==> config.mk <==
export PLATFORM = sky130hd
export DESIGN_NAME = eccsc_top
export DESIGN_NICKNAME = d
export VERILOG_FILES = /design/src/rtl/eccsc_pkg.sv /design/src/rtl/eccsc_codec.sv /design/src/rtl/eccsc_top.sv
export VERILOG_INCLUDE_DIRS = /design/src /design/src/rtl
export SDC_FILE = /design/constraint.sdc
export NUM_CORES = 1
export LEC_CHECK = 0
export BUFFER_PORTS_ARGS = -buffer_cell sky130_fd_sc_hd__buf_2
export CAP_MARGIN = 20
export CORE_UTILIZATION = 55
export CTS_CLUSTER_SIZE = 20
export DETAILED_ROUTE_END_ITERATION = 12
export GPL_TIMING_DRIVEN = 0
export PLACE_DENSITY = 0.83
export SLEW_MARGIN = 40
export SYNTH_ARGS = -nofsm -noshare
export SYNTH_HDL_FRONTEND = slang
export SYNTH_HIERARCHICAL = 1
export SYNTH_SLANG_ARGS = --single-unit
export TNS_END_PERCENT = 1
==> constraint.sdc <==
create_clock -name SYS_CLK_I -period 9.6 [get_ports SYS_CLK_I]
set_input_delay 2.88 -clock SYS_CLK_I [delete_from_list [all_inputs] [get_ports SYS_CLK_I]]
set_output_delay 2.88 -clock SYS_CLK_I [all_outputs]
set_load 0.01 [all_outputs]
==> src/rtl/eccsc_consts.svh <==
// constants for the memory ecc error and scrub block
`ifndef ECCSC_CONSTS_SVH
`define ECCSC_CONSTS_SVH

`define ECCSC_DATA_W      64
`define ECCSC_CHK_W       8
`define ECCSC_ROW_W       2
`define ECCSC_ROW_WORD_W  22

`define ECCSC_OFS_CTRL    8'h00
`define ECCSC_OFS_STATUS  8'h04
`define ECCSC_OFS_MASK    8'h08
`define ECCSC_OFS_ERR_ROW 8'h0c

`define ECCSC_CTRL_ECC_EN 0
`define ECCSC_CTRL_INIT   1
`define ECCSC_ST_SBE      0
`define ECCSC_ST_MBE      1

`define ECCSC_CTRL_RST    2'h1
`define ECCSC_MASK_RST    2'h0

`endif

==> src/rtl/eccsc_pkg.sv <==
// types shared by the memory ecc error and scrub block
package eccsc_pkg;
  typedef enum logic [2:0] {
    ECCSC_IDLE,
    ECCSC_RD_WAIT,
    ECCSC_SC_RD,
    ECCSC_SC_RWAIT,
    ECCSC_SC_WR
  } eccsc_state_t;
endpackage

==> src/rtl/eccsc_codec.sv <==
// secded check bit generator and read-side corrector
`timescale 1ns/10ps
`include "eccsc_consts.svh"
module eccsc_codec (
  input  wire logic [`ECCSC_DATA_W-1:0] wdata_i,
  output logic      [`ECCSC_CHK_W-1:0]  wchk_o,
  input  wire logic [`ECCSC_DATA_W-1:0] rdata_i,
  input  wire logic [`ECCSC_CHK_W-1:0]  rchk_i,
  output logic      [`ECCSC_DATA_W-1:0] cdata_o,
  output logic                          sbe_o,
  output logic                          mbe_o
);
  // data bits sit at the non power-of-two positions 3,5,6,7,9..
  function automatic logic [`ECCSC_CHK_W-1:0] ecc_gen(input logic [`ECCSC_DATA_W-1:0] d);
    logic [`ECCSC_CHK_W-1:0] c;
    int                      k;
    c = '0;
    k = 0;
    for (int p = 1; p < 128; p++) begin
      if (((p & (p - 1)) != 0) && (k < `ECCSC_DATA_W)) begin
        if (d[k]) begin
          c[6:0] = c[6:0] ^ 7'(p);
        end
        k++;
      end
    end
    c[7] = (^d) ^ (^c[6:0]);
    return c;
  endfunction

  logic [`ECCSC_CHK_W-1:0] syn;
  logic [`ECCSC_CHK_W-1:0] gen_chk;

  always_comb begin
    wchk_o = ecc_gen(wdata_i);
  end

  always_comb begin
    int k;
    k       = 0;
    gen_chk = ecc_gen(rdata_i);
    // overall parity over all 72 received bits, not over recomputed checks
    syn     = {(^rdata_i) ^ (^rchk_i), gen_chk[6:0] ^ rchk_i[6:0]};
    cdata_o = rdata_i;
    for (int p = 1; p < 128; p++) begin
      if (((p & (p - 1)) != 0) && (k < `ECCSC_DATA_W)) begin
        if (syn[7] && (syn[6:0] == 7'(p))) begin
          cdata_o[k] = ~rdata_i[k];
        end
        k++;
      end
    end
    // odd overall parity means one flip; even with a syndrome means two
    sbe_o = syn[7];
    mbe_o = !syn[7] && (syn[6:0] != 7'h00);
  end
endmodule

==> src/rtl/eccsc_top.sv <==
// ecc error path: correction, row scrub, error reporting, ahb-lite registers
`timescale 1ns/10ps
`include "eccsc_consts.svh"
module eccsc_top
  import eccsc_pkg::*;
#(
  parameter int ROW_WORD_W = `ECCSC_ROW_WORD_W
) (
  input  wire logic                                SYS_CLK_I,
  input  wire logic                                NRST_I,
  // ahb-lite slave
  input  wire logic                                HSEL_I,
  input  wire logic [31:0]                         HADDR_I,
  input  wire logic [1:0]                          HTRANS_I,
  input  wire logic                                HWRITE_I,
  input  wire logic [2:0]                          HSIZE_I,
  input  wire logic [31:0]                         HWDATA_I,
  input  wire logic                                HREADY_I,
  output logic                                     HREADYOUT_O,
  output logic      [31:0]                         HRDATA_O,
  output logic                                     HRESP_O,
  // requester side
  input  wire logic                                REQ_VALID_I,
  output logic                                     REQ_READY_O,
  input  wire logic                                REQ_WRITE_I,
  input  wire logic [`ECCSC_ROW_W+ROW_WORD_W-1:0]  REQ_ADDR_I,
  input  wire logic [`ECCSC_DATA_W-1:0]            REQ_WDATA_I,
  output logic                                     RSP_VALID_O,
  output logic      [`ECCSC_DATA_W-1:0]            RSP_RDATA_O,
  // dimm side
  output logic                                     MEM_REQ_O,
  output logic                                     MEM_WE_O,
  output logic      [`ECCSC_ROW_W+ROW_WORD_W-1:0]  MEM_ADDR_O,
  output logic      [`ECCSC_DATA_W-1:0]            MEM_WDATA_O,
  output logic      [`ECCSC_CHK_W-1:0]             MEM_WCHK_O,
  input  wire logic                                MEM_RVALID_I,
  input  wire logic [`ECCSC_DATA_W-1:0]            MEM_RDATA_I,
  input  wire logic [`ECCSC_CHK_W-1:0]             MEM_RCHK_I,
  // error signalling
  output logic                                     SERR_O,
  output logic                                     IRQ_O
);
  localparam int AW = `ECCSC_ROW_W + ROW_WORD_W;

  eccsc_state_t                 state_q;
  logic [AW-1:0]                addr_q;
  logic [ROW_WORD_W-1:0]        idx_q;
  logic [`ECCSC_DATA_W-1:0]     scrub_data_q;
  logic [1:0]                   ctrl_q;
  logic [1:0]                   status_q;
  logic [1:0]                   status_d;
  logic [1:0]                   mask_q;
  logic [`ECCSC_ROW_W-1:0]      err_row_q;
  logic                         ahb_wr_q;
  logic [7:0]                   ahb_ofs_q;
  logic [`ECCSC_DATA_W-1:0]     enc_in;
  logic [`ECCSC_CHK_W-1:0]      enc_chk;
  logic [`ECCSC_DATA_W-1:0]     dec_data;
  logic [`ECCSC_DATA_W-1:0]     out_data;
  logic                         dec_sbe;
  logic                         dec_mbe;
  logic                         ecc_en;
  logic                         det_en;
  logic                         rd_done;
  logic                         ev_sbe;
  logic                         ev_mbe;
  logic                         ahb_sel;
  logic                         last_word;

  eccsc_codec u_codec (
    .wdata_i (enc_in),
    .wchk_o  (enc_chk),
    .rdata_i (MEM_RDATA_I),
    .rchk_i  (MEM_RCHK_I),
    .cdata_o (dec_data),
    .sbe_o   (dec_sbe),
    .mbe_o   (dec_mbe)
  );

  // switching ecc off in ctrl is how firmware handles non-ecc memory
  assign ecc_en    = ctrl_q[`ECCSC_CTRL_ECC_EN];
  assign det_en    = ecc_en && !ctrl_q[`ECCSC_CTRL_INIT];
  assign rd_done   = MEM_RVALID_I && ((state_q == ECCSC_RD_WAIT) ||
                                      (state_q == ECCSC_SC_RWAIT));
  assign ev_sbe    = rd_done && det_en && dec_sbe;
  assign ev_mbe    = rd_done && det_en && dec_mbe;
  assign out_data  = ecc_en ? dec_data : MEM_RDATA_I;
  assign enc_in    = (state_q == ECCSC_SC_WR) ? scrub_data_q : REQ_WDATA_I;
  assign last_word = (idx_q == {ROW_WORD_W{1'b1}});
  assign REQ_READY_O = (state_q == ECCSC_IDLE);

  // sequencer: plain reads and writes, then a whole-row scrub after a fix while init is clear
  always_ff @(posedge SYS_CLK_I) begin
    if (!NRST_I) begin
      state_q      <= ECCSC_IDLE;
      addr_q       <= '0;
      idx_q        <= '0;
      scrub_data_q <= '0;
    end else begin
      case (state_q)
        ECCSC_IDLE: begin
          if (REQ_VALID_I && !REQ_WRITE_I) begin
            addr_q  <= REQ_ADDR_I;
            state_q <= ECCSC_RD_WAIT;
          end
        end
        ECCSC_RD_WAIT: begin
          if (MEM_RVALID_I) begin
            idx_q   <= '0;
            // scrub needs no enable of its own beyond ecc being on and init being clear
            state_q <= (ev_sbe && !dec_mbe) ? ECCSC_SC_RD : ECCSC_IDLE;
          end
        end
        ECCSC_SC_RD: begin
          state_q <= ECCSC_SC_RWAIT;
        end
        ECCSC_SC_RWAIT: begin
          if (MEM_RVALID_I) begin
            scrub_data_q <= out_data;
            state_q      <= ECCSC_SC_WR;
          end
        end
        ECCSC_SC_WR: begin
          idx_q   <= idx_q + 1'b1;
          state_q <= last_word ? ECCSC_IDLE : ECCSC_SC_RD;
        end
        default: begin
          state_q <= ECCSC_IDLE;
        end
      endcase
    end
  end

  // dimm command port, registered; check bits always generated so zero-fill
  // leaves valid codes behind it
  always_ff @(posedge SYS_CLK_I) begin
    if (!NRST_I) begin
      MEM_REQ_O   <= 1'b0;
      MEM_WE_O    <= 1'b0;
      MEM_ADDR_O  <= '0;
      MEM_WDATA_O <= '0;
      MEM_WCHK_O  <= '0;
    end else begin
      MEM_REQ_O <= 1'b0;
      MEM_WE_O  <= 1'b0;
      if (state_q == ECCSC_IDLE && REQ_VALID_I) begin
        MEM_REQ_O   <= 1'b1;
        MEM_WE_O    <= REQ_WRITE_I;
        MEM_ADDR_O  <= REQ_ADDR_I;
        MEM_WDATA_O <= enc_in;
        MEM_WCHK_O  <= enc_chk;
      end else if (state_q == ECCSC_SC_RD) begin
        MEM_REQ_O  <= 1'b1;
        MEM_ADDR_O <= {addr_q[AW-1 -: `ECCSC_ROW_W], idx_q};
      end else if (state_q == ECCSC_SC_WR) begin
        MEM_REQ_O   <= 1'b1;
        MEM_WE_O    <= 1'b1;
        MEM_ADDR_O  <= {addr_q[AW-1 -: `ECCSC_ROW_W], idx_q};
        MEM_WDATA_O <= enc_in;
        MEM_WCHK_O  <= enc_chk;
      end
    end
  end

  // answer to the requester, corrected word while ecc is on, raw word with it off
  always_ff @(posedge SYS_CLK_I) begin
    if (!NRST_I) begin
      RSP_VALID_O <= 1'b0;
      RSP_RDATA_O <= '0;
    end else begin
      RSP_VALID_O <= (state_q == ECCSC_RD_WAIT) && MEM_RVALID_I;
      if ((state_q == ECCSC_RD_WAIT) && MEM_RVALID_I) begin
        RSP_RDATA_O <= out_data;
      end
    end
  end

  // error signalling; only the row is known, never the word
  always_ff @(posedge SYS_CLK_I) begin
    if (!NRST_I) begin
      SERR_O    <= 1'b0;
      err_row_q <= '0;
    end else begin
      SERR_O <= ev_mbe;
      if (ev_sbe || ev_mbe) begin
        err_row_q <= addr_q[AW-1 -: `ECCSC_ROW_W];
      end
    end
  end

  // ahb-lite slave, zero wait states
  assign ahb_sel     = HSEL_I && HTRANS_I[1] && HREADY_I;
  assign HREADYOUT_O = 1'b1;
  assign HRESP_O     = 1'b0;

  // set wins over a write-one clear landing in the same cycle
  always_comb begin
    status_d = status_q;
    if (ahb_wr_q && ahb_ofs_q == `ECCSC_OFS_STATUS) begin
      status_d = status_d & ~HWDATA_I[1:0];
    end
    status_d[`ECCSC_ST_SBE] = status_d[`ECCSC_ST_SBE] | ev_sbe;
    status_d[`ECCSC_ST_MBE] = status_d[`ECCSC_ST_MBE] | ev_mbe;
  end

  always_ff @(posedge SYS_CLK_I) begin
    if (!NRST_I) begin
      ahb_wr_q  <= 1'b0;
      ahb_ofs_q <= '0;
      HRDATA_O  <= '0;
    end else begin
      ahb_wr_q <= ahb_sel && HWRITE_I;
      if (ahb_sel) begin
        ahb_ofs_q <= HADDR_I[7:0];
        case (HADDR_I[7:0])
          `ECCSC_OFS_CTRL:    HRDATA_O <= {30'h0, ctrl_q};
          `ECCSC_OFS_STATUS:  HRDATA_O <= {30'h0, status_q};
          `ECCSC_OFS_MASK:    HRDATA_O <= {30'h0, mask_q};
          `ECCSC_OFS_ERR_ROW: HRDATA_O <= {30'h0, err_row_q};
          default:            HRDATA_O <= 32'h0;
        endcase
      end
    end
  end

  always_ff @(posedge SYS_CLK_I) begin
    if (!NRST_I) begin
      ctrl_q   <= `ECCSC_CTRL_RST;
      mask_q   <= `ECCSC_MASK_RST;
      status_q <= '0;
      IRQ_O    <= 1'b0;
    end else begin
      status_q <= status_d;
      IRQ_O    <= |(status_d & mask_q);
      if (ahb_wr_q && ahb_ofs_q == `ECCSC_OFS_CTRL) begin
        ctrl_q <= HWDATA_I[1:0];
      end
      if (ahb_wr_q && ahb_ofs_q == `ECCSC_OFS_MASK) begin
        mask_q <= HWDATA_I[1:0];
      end
    end
  end
endmodule

== Yosys cells after proc, flatten, opt, wreduce, memory -nomap -nowiden ==
Index checks and enable logic that the tools add are counted.
Operators by class
  add/subtract/negate cells: 1
  eq/ne operators: 90
  muxes and demuxes: 279
  bitwise operators: 198
  reductions and logical operators: 100
Operators by type and width (number)
  $mux W64: 19
  $mux W6: 63
  $mux W24: 15
  $eq A7 B6 Y1 const B: 31
  $mux W32: 5
  $mux W5: 31
  $not A3 Y3: 46
  $not A4 Y4: 32
  $reduce_xor A64 Y1: 2
  $mux W22: 5
  $eq A7 B5 Y1 const B: 15
  $mux W7: 15
  $mux W8: 12
  $logic_and A1 B1 Y1: 80
  $not A2 Y2: 35
  $not A1 Y1: 64
  $mux W63: 1
  $mux W62: 1
  $mux W61: 1
  $mux W4: 15
  $mux W60: 1
  $not A5 Y5: 12
  $mux W59: 1
  $mux W58: 1
  other kinds (83): 165
Word-level totals
  flip-flop bits (word level): 327
  output and inout port bits: 200
  word-level logic and storage cells: 688

== Longest topological paths before layout ==
  word-level depth: 200
  depth in mapped cells: 16
  mapped depth without buffers: 12

== Modules after synthesis ==
The synthesis kept the hierarchy.
By module, submodules not included
  eccsc_top: times used 1, cells an instance 1297, area an instance 12263.0 um2, seq. area each 5505.3 um2
  eccsc_codec: times used 1, cells an instance 423, area an instance 3796.1 um2, seq. area each 0.0 um2

== Worst setup path after synthesis ==
Ideal clock, no wire load.
  path kind: input to register
  from: in MEM_RDATA_I[21]
  to: reg err_row_q[0]
  library setup time: 0.116 ns
  data arrival time: 5.641 ns
  data required time: 9.484 ns
  path slack: 3.843 ns
  cell stages on the path: 11
  buffers on the path: 0
  cell sequence: xnor3_1 xnor2_1 xor2_1 xnor3_1 xnor3_1 xnor2_1 a41oi_1 nor2_1 nor4_1 mux2i_1 nor2b_1
Between the ends
  elaborated cells on any way between the ends: 93
  classes of those cells: eq/ne: 1; mux: 43; bitwise: 42; reduce/logical: 7
RTL lines
  start, declared: RTL line eccsc_top.sv:37  | input wire logic [`ECCSC_DATA_W-1:0] MEM_RDATA_I,
  $reduce_xor A64 Y1
  $xor A1 B1 Y1: RTL line eccsc_codec.sv:43  | syn = {(^rdata_i) ^ (^rchk_i), gen_chk[6:0] ^ rchk_i[6:0]};
  net dec_sbe: RTL line eccsc_top.sv:60  | logic dec_sbe;
  $logic_not A1 Y1: RTL line eccsc_codec.sv:55  | mbe_o = !syn[7] && (syn[6:0] != 7'h00);
  $logic_and A1 B1 Y1: RTL line eccsc_codec.sv:55
  net dec_mbe: RTL line eccsc_top.sv:61  | logic dec_mbe;
  $logic_and A1 B1 Y1: RTL line eccsc_top.sv:86  | assign ev_mbe = rd_done && det_en && dec_mbe;
  $logic_or A1 B1 Y1: RTL line eccsc_top.sv:185  | if (ev_sbe || ev_mbe) begin
  $ne A2 B1 Y1 (no line)
  end signal, assigned: RTL line eccsc_top.sv:186  | err_row_q <= addr_q[AW-1 -: `ECCSC_ROW_W];
  end, declared: RTL line eccsc_top.sv:53  | logic [`ECCSC_ROW_W-1:0] err_row_q;
The timed path passes the listed nets, and every way through them passes these cells.
A chain may end at the register's enable or synchronous reset.

== Final worst setup path ==
  from: in MEM_RDATA_I[21]
  to: reg scrub_data_q[31]
Between the ends
  cells in the longest elaborated chain, start to end: 107
  elaborated cells on any way between the ends: 127
  classes of those cells: eq/ne: 1; mux: 82; bitwise: 42; reduce/logical: 2
RTL lines
  $mux W5 (2 in a row): RTL line eccsc_codec.sv:21  | if (d[k]) begin
  $not A4 Y4 (no line) / $mux W5 (equally long branches)
  $mux W5 / $not A4 Y4 (equally long branches)
  $mux W5: RTL line eccsc_codec.sv:21
  $not A5 Y5 (no line)
  $mux W5: RTL line eccsc_codec.sv:21
  $not A2 Y2 (no line) / $mux W6 (equally long branches)
  $mux W6 / $not A2 Y2 (equally long branches)
  (+91 left out)
  $mux W64 (*): RTL line eccsc_codec.sv:47  | if (syn[7] && (syn[6:0] == 7'(p))) begin
  net dec_data[31]: RTL line eccsc_top.sv:58  | logic [`ECCSC_DATA_W-1:0] dec_data;
  $mux W64 (*): RTL line eccsc_top.sv:87  | assign out_data = ecc_en ? dec_data : MEM_RDATA_I;
  $mux W64 (*): RTL line eccsc_top.sv:118  | if (MEM_RVALID_I) begin
  $mux W64 (*): RTL line eccsc_top.sv:100  | case (state_q)
  $mux W64 (*): RTL line eccsc_top.sv:94  | if (!NRST_I) begin
  $mux W64 (*): RTL line eccsc_top.sv:100
  $mux W64 (*): RTL line eccsc_top.sv:94
  end signal, assigned: RTL line eccsc_top.sv:119  | scrub_data_q <= out_data;
  end, declared: RTL line eccsc_top.sv:48  | logic [`ECCSC_DATA_W-1:0] scrub_data_q;
The timed path passes the listed nets; every way through them passes the cells marked *. The select of a mux whose other input is x is not followed.

==> flow_summary.json <==
{
  "via_per_inst": 5.671,
  "fmax_mhz": 160.2,
  "grt_pass1_wl_microns": 76530,
  "outcome": "completed",
  "critPathLaunchType": "primary input",
  "clock_latency_ns": 0.54,
  "crit_path_max_fanout": 10,
  "antenna_left": 0,
  "finalSetupViolations": 0,
  "synth_enable_flop_cells": 0,
  "wl_per_cell_microns": 19.98,
  "ys_ff_latch": 275,
  "slowest_delay_ns": 0.50,
  "setup_slack_ns": 3.359,
  "drv_slew": 0,
  "final_hold_viol_count": 0,
  "ioPinCount": 437,
  "ys.flop_type": "dfxtp_1",
  "fin_crit_sh": 0.6502,
  "cts_resized": 0,
  "ys_seq_area_frac": 0.3428,
  "regToRegSetupSlack_ns": 5.50,
  "rows": 62,
  "place_ws_ns": 2.957,
  "powerDensity_nw_per_um2": 227.3,
  "fp.dieH_microns": 172.9,
  "grt-ovfl-total": 0,
  "utilization": 0.6751,
  "rsz0062_at_grt": "no",
  "cts-root-buf": "clkbuf_16",
  "first_pass_iters": 8,
  "vdd_drop_max_uv": 179.7,
  "clk_pin_slew_ns": 0.06,
  "leakagePower_nw": 10.02,
  "synth_top_area_share": 0.3428,
  "synthCells": 1720,
  "gp_congestion": 0.9629,
  "grt_max_degree": 15,
  "arrival_ns": 6.68,
  "die_area_sq_um": 29890,
  "grt_pass1_vias": 13828,
  "synthTopCellsByArea": "dfxtp_1 (34%), xnor2_1 (13%), o211a_1 (8.0%)",
  "drc": 0,
  "final_nets": 2364,
  "tightest_slew_ns": 0.8442,
  "worstPathCellList": "buf_2, xnor3_1, xnor2_1, xor2_1, xnor3_1, xnor3_1, mux2i_1, buf_2, nand3_1, xnor2_1, mux2i_1, nand2_1, o211a_1",
  "dpl-instance-area_sq_um": 18390,
  "layout-drive-gt1-share": 0.2519,
  "vias": 14377,
  "initial_utilization": 0.5595,
  "antenna_found_initial": 9,
  "synth.distinct_cells": 60,
  "cpMaxStageDelayCell": "xnor2_1",
  "relSlewSlack": 0.4372,
  "io_buffers": 345,
  "required_ns": 10.03,
  "cts_setup_buffers": 0,
  "core_region_area_sq_um": 28700,
  "die_w_microns": 172.9,
  "cts_buffers": 29,
  "worstSetupEndpointType": "flop",
  "cts_num_sinks": 275,
  "yosysTopAreaCell": "dfxtp_1",
  "fin_setup_tns_ns": 0,
  "cts_buffer_depth": 3,
  "cts_tree": "done",
  "hpwl_microns": 40440,
  "htree_levels": 1,
  "wirelength_microns": 50650,
  "skew_ns": 0.01243,
  "yosysWarnings": 6,
  "async_flop_share": 0,
  "maxCapViolations": 0,
  "crit_type": "primary input to flop",
  "drt_iter0_drc": 1257,
  "stdcell_area_sq_um": 19380,
  "holdCritPathClass": "flop to flop",
  "post-route-min-period_ns": 6.241,
  "avgSynthCellArea_sq_um": 9.337,
  "syn_to_final_growth_pct": 20.66,
  "synth_area_sq_um": 16060,
  "cts_hold_buf": 0,
  "crit_top_cell": "xnor3_1",
  "grt_use_total": 0.3280
}
critical path, delay by kind of cell:
family	cells	cell delay, ns
xor gates and xnor gates	6	2.07
buffers and inverters	2	0.46
muxes	2	0.90
AOI/OAI and AO/OA	1	0.13
and+or+nand+nor	2	0.23
per-stage QoR:
stage          std cells  hold WS [ns]  total power, mW
4_1_cts             2532        0.4650            4.349
6_report            2535        0.4647            4.404
5_1_grt             2535        0.4918            4.580
2_1_floorplan       1750        0.4513            2.656
3_5_place_dp        2479        0.4590            3.202
3_3_place_gp        2479        0.4510            3.165
cell usage in the layout, fill, tap and decap left out, types with 7 or more instances in the layout:
cell / Yosys / routed
nand2b_1: 13 / 13
nor2_1: 137 / 136
nand4_1: 13 / 13
o211a_1: 128 / 128
nand3_1: 96 / 96
nor3b_1: 67 / 67
mux2_2: 64 / 64
dfxtp_1: 275 / 275
buf_4: 32 / 32
xor2_1: 43 / 42
nand2_1: 181 / 181
a21boi_0: 21 / 21
conb_1: 2 / 32
nor3_1: 10 / 9
mux2i_1: 110 / 110
xnor3_1: 27 / 27
clkbuf_1: 85 / 89
buf_2: 28 / 373
clkinv_2: 0 / 8
a21oi_1: 30 / 30
o21ai_0: 26 / 26
xnor2_1: 242 / 242
and2_1: 7 / 7
clkbuf_16: 0 / 29
nor2b_1: 14 / 14
kinds of logic (layout without fill, tap and decap cells):
kind of cell / count (synthesis) / after routing / synth area share
simple gates: 575 / 575 / 0.1784
xor+xnor: 316 / 316 / 0.1988
flops: 275 / 275 / 0.3428
compound gates: 223 / 223 / 0.1159
mux: 176 / 176 / 0.1162
buf+inv: 152 / 550 / 0.04659
other cells: 2 / 35 / 0.0004676
fa+ha+maj: 1 / 1 / 0.0007790
cell type report:
class / instances / area [sq um]
multi-input combinational: 1323 / 9933
inverter: 1 / 3.754
sequential: 275 / 5505
clock buffer: 38 / 809.5
timing repair buffer: 345 / 1727
fill: 2346 / 9325
clock inverter: 15 / 166.4
antenna: 3 / 7.507
tap: 384 / 480.5
buffer: 151 / 744.5
per-layer routing:
| metal | GRT usage | part of all wire |
|---|---|---|
| met1 | 0.3974 | 0.39 |
| met2 | 0.5654 | 0.48 |
| met3 | 0.07102 | 0.088 |
| met4 | 0.1302 | 0.042 |
| met5 | 0 | 0.0014 |
state kept, by name, indices dropped and copies added (netlist names), 2 cells and up:
signal	count
err_row_q	2
mask_q	2
ahb_ofs_q	8
MEM_WCHK_O	8
RSP_RDATA_O	64
HRDATA_O	2
MEM_ADDR_O	24
MEM_WDATA_O	64
ctrl_q	2
idx_q	22
state_q	3
scrub_data_q	64
status_q	2
addr_q	2
report_power, final:
group	switching [mW]	internal, mW
Clock	0.473	0.676
Combinational	1.22	0.762
Sequential	0.0498	1.22
synthesized netlist by cell type, types with 4 or more instances:
master and n:
nand4_1 13, nor3b_2 5, o211a_1 128, xnor2_1 242
a21boi_0 21, mux2_2 64, buf_4 32, nand2_1 181
nor3b_1 67, nand3_1 96, xnor3_1 27, o21ai_0 26
and2_1 7, nor2_1 137, and3_1 5, buf_2 28
nor2b_1 14, nor4_1 4, mux2i_1 110, a21oi_1 30
nand2b_1 13, nor3_1 10, xor2_1 43, clkbuf_1 85
dfxtp_1 275
final timing paths:
path | start | to | cells past startpoint
min | MEM_WCHK_O[3]$_SDFFE_PN0P_ | MEM_WCHK_O[3]$_SDFFE_PN0P_ | 2
min reg2reg | MEM_WCHK_O[3]$_SDFFE_PN0P_ | MEM_WCHK_O[3]$_SDFFE_PN0P_ | 2
max reg2reg | state_q[0]$_SDFFE_PN0P_ | MEM_WCHK_O[7]$_SDFFE_PN0P_ | 15
max | MEM_RDATA_I[21] | scrub_data_q[31]$_SDFFE_PN0P_ | 13
Power figures use the tool's default switching activity.
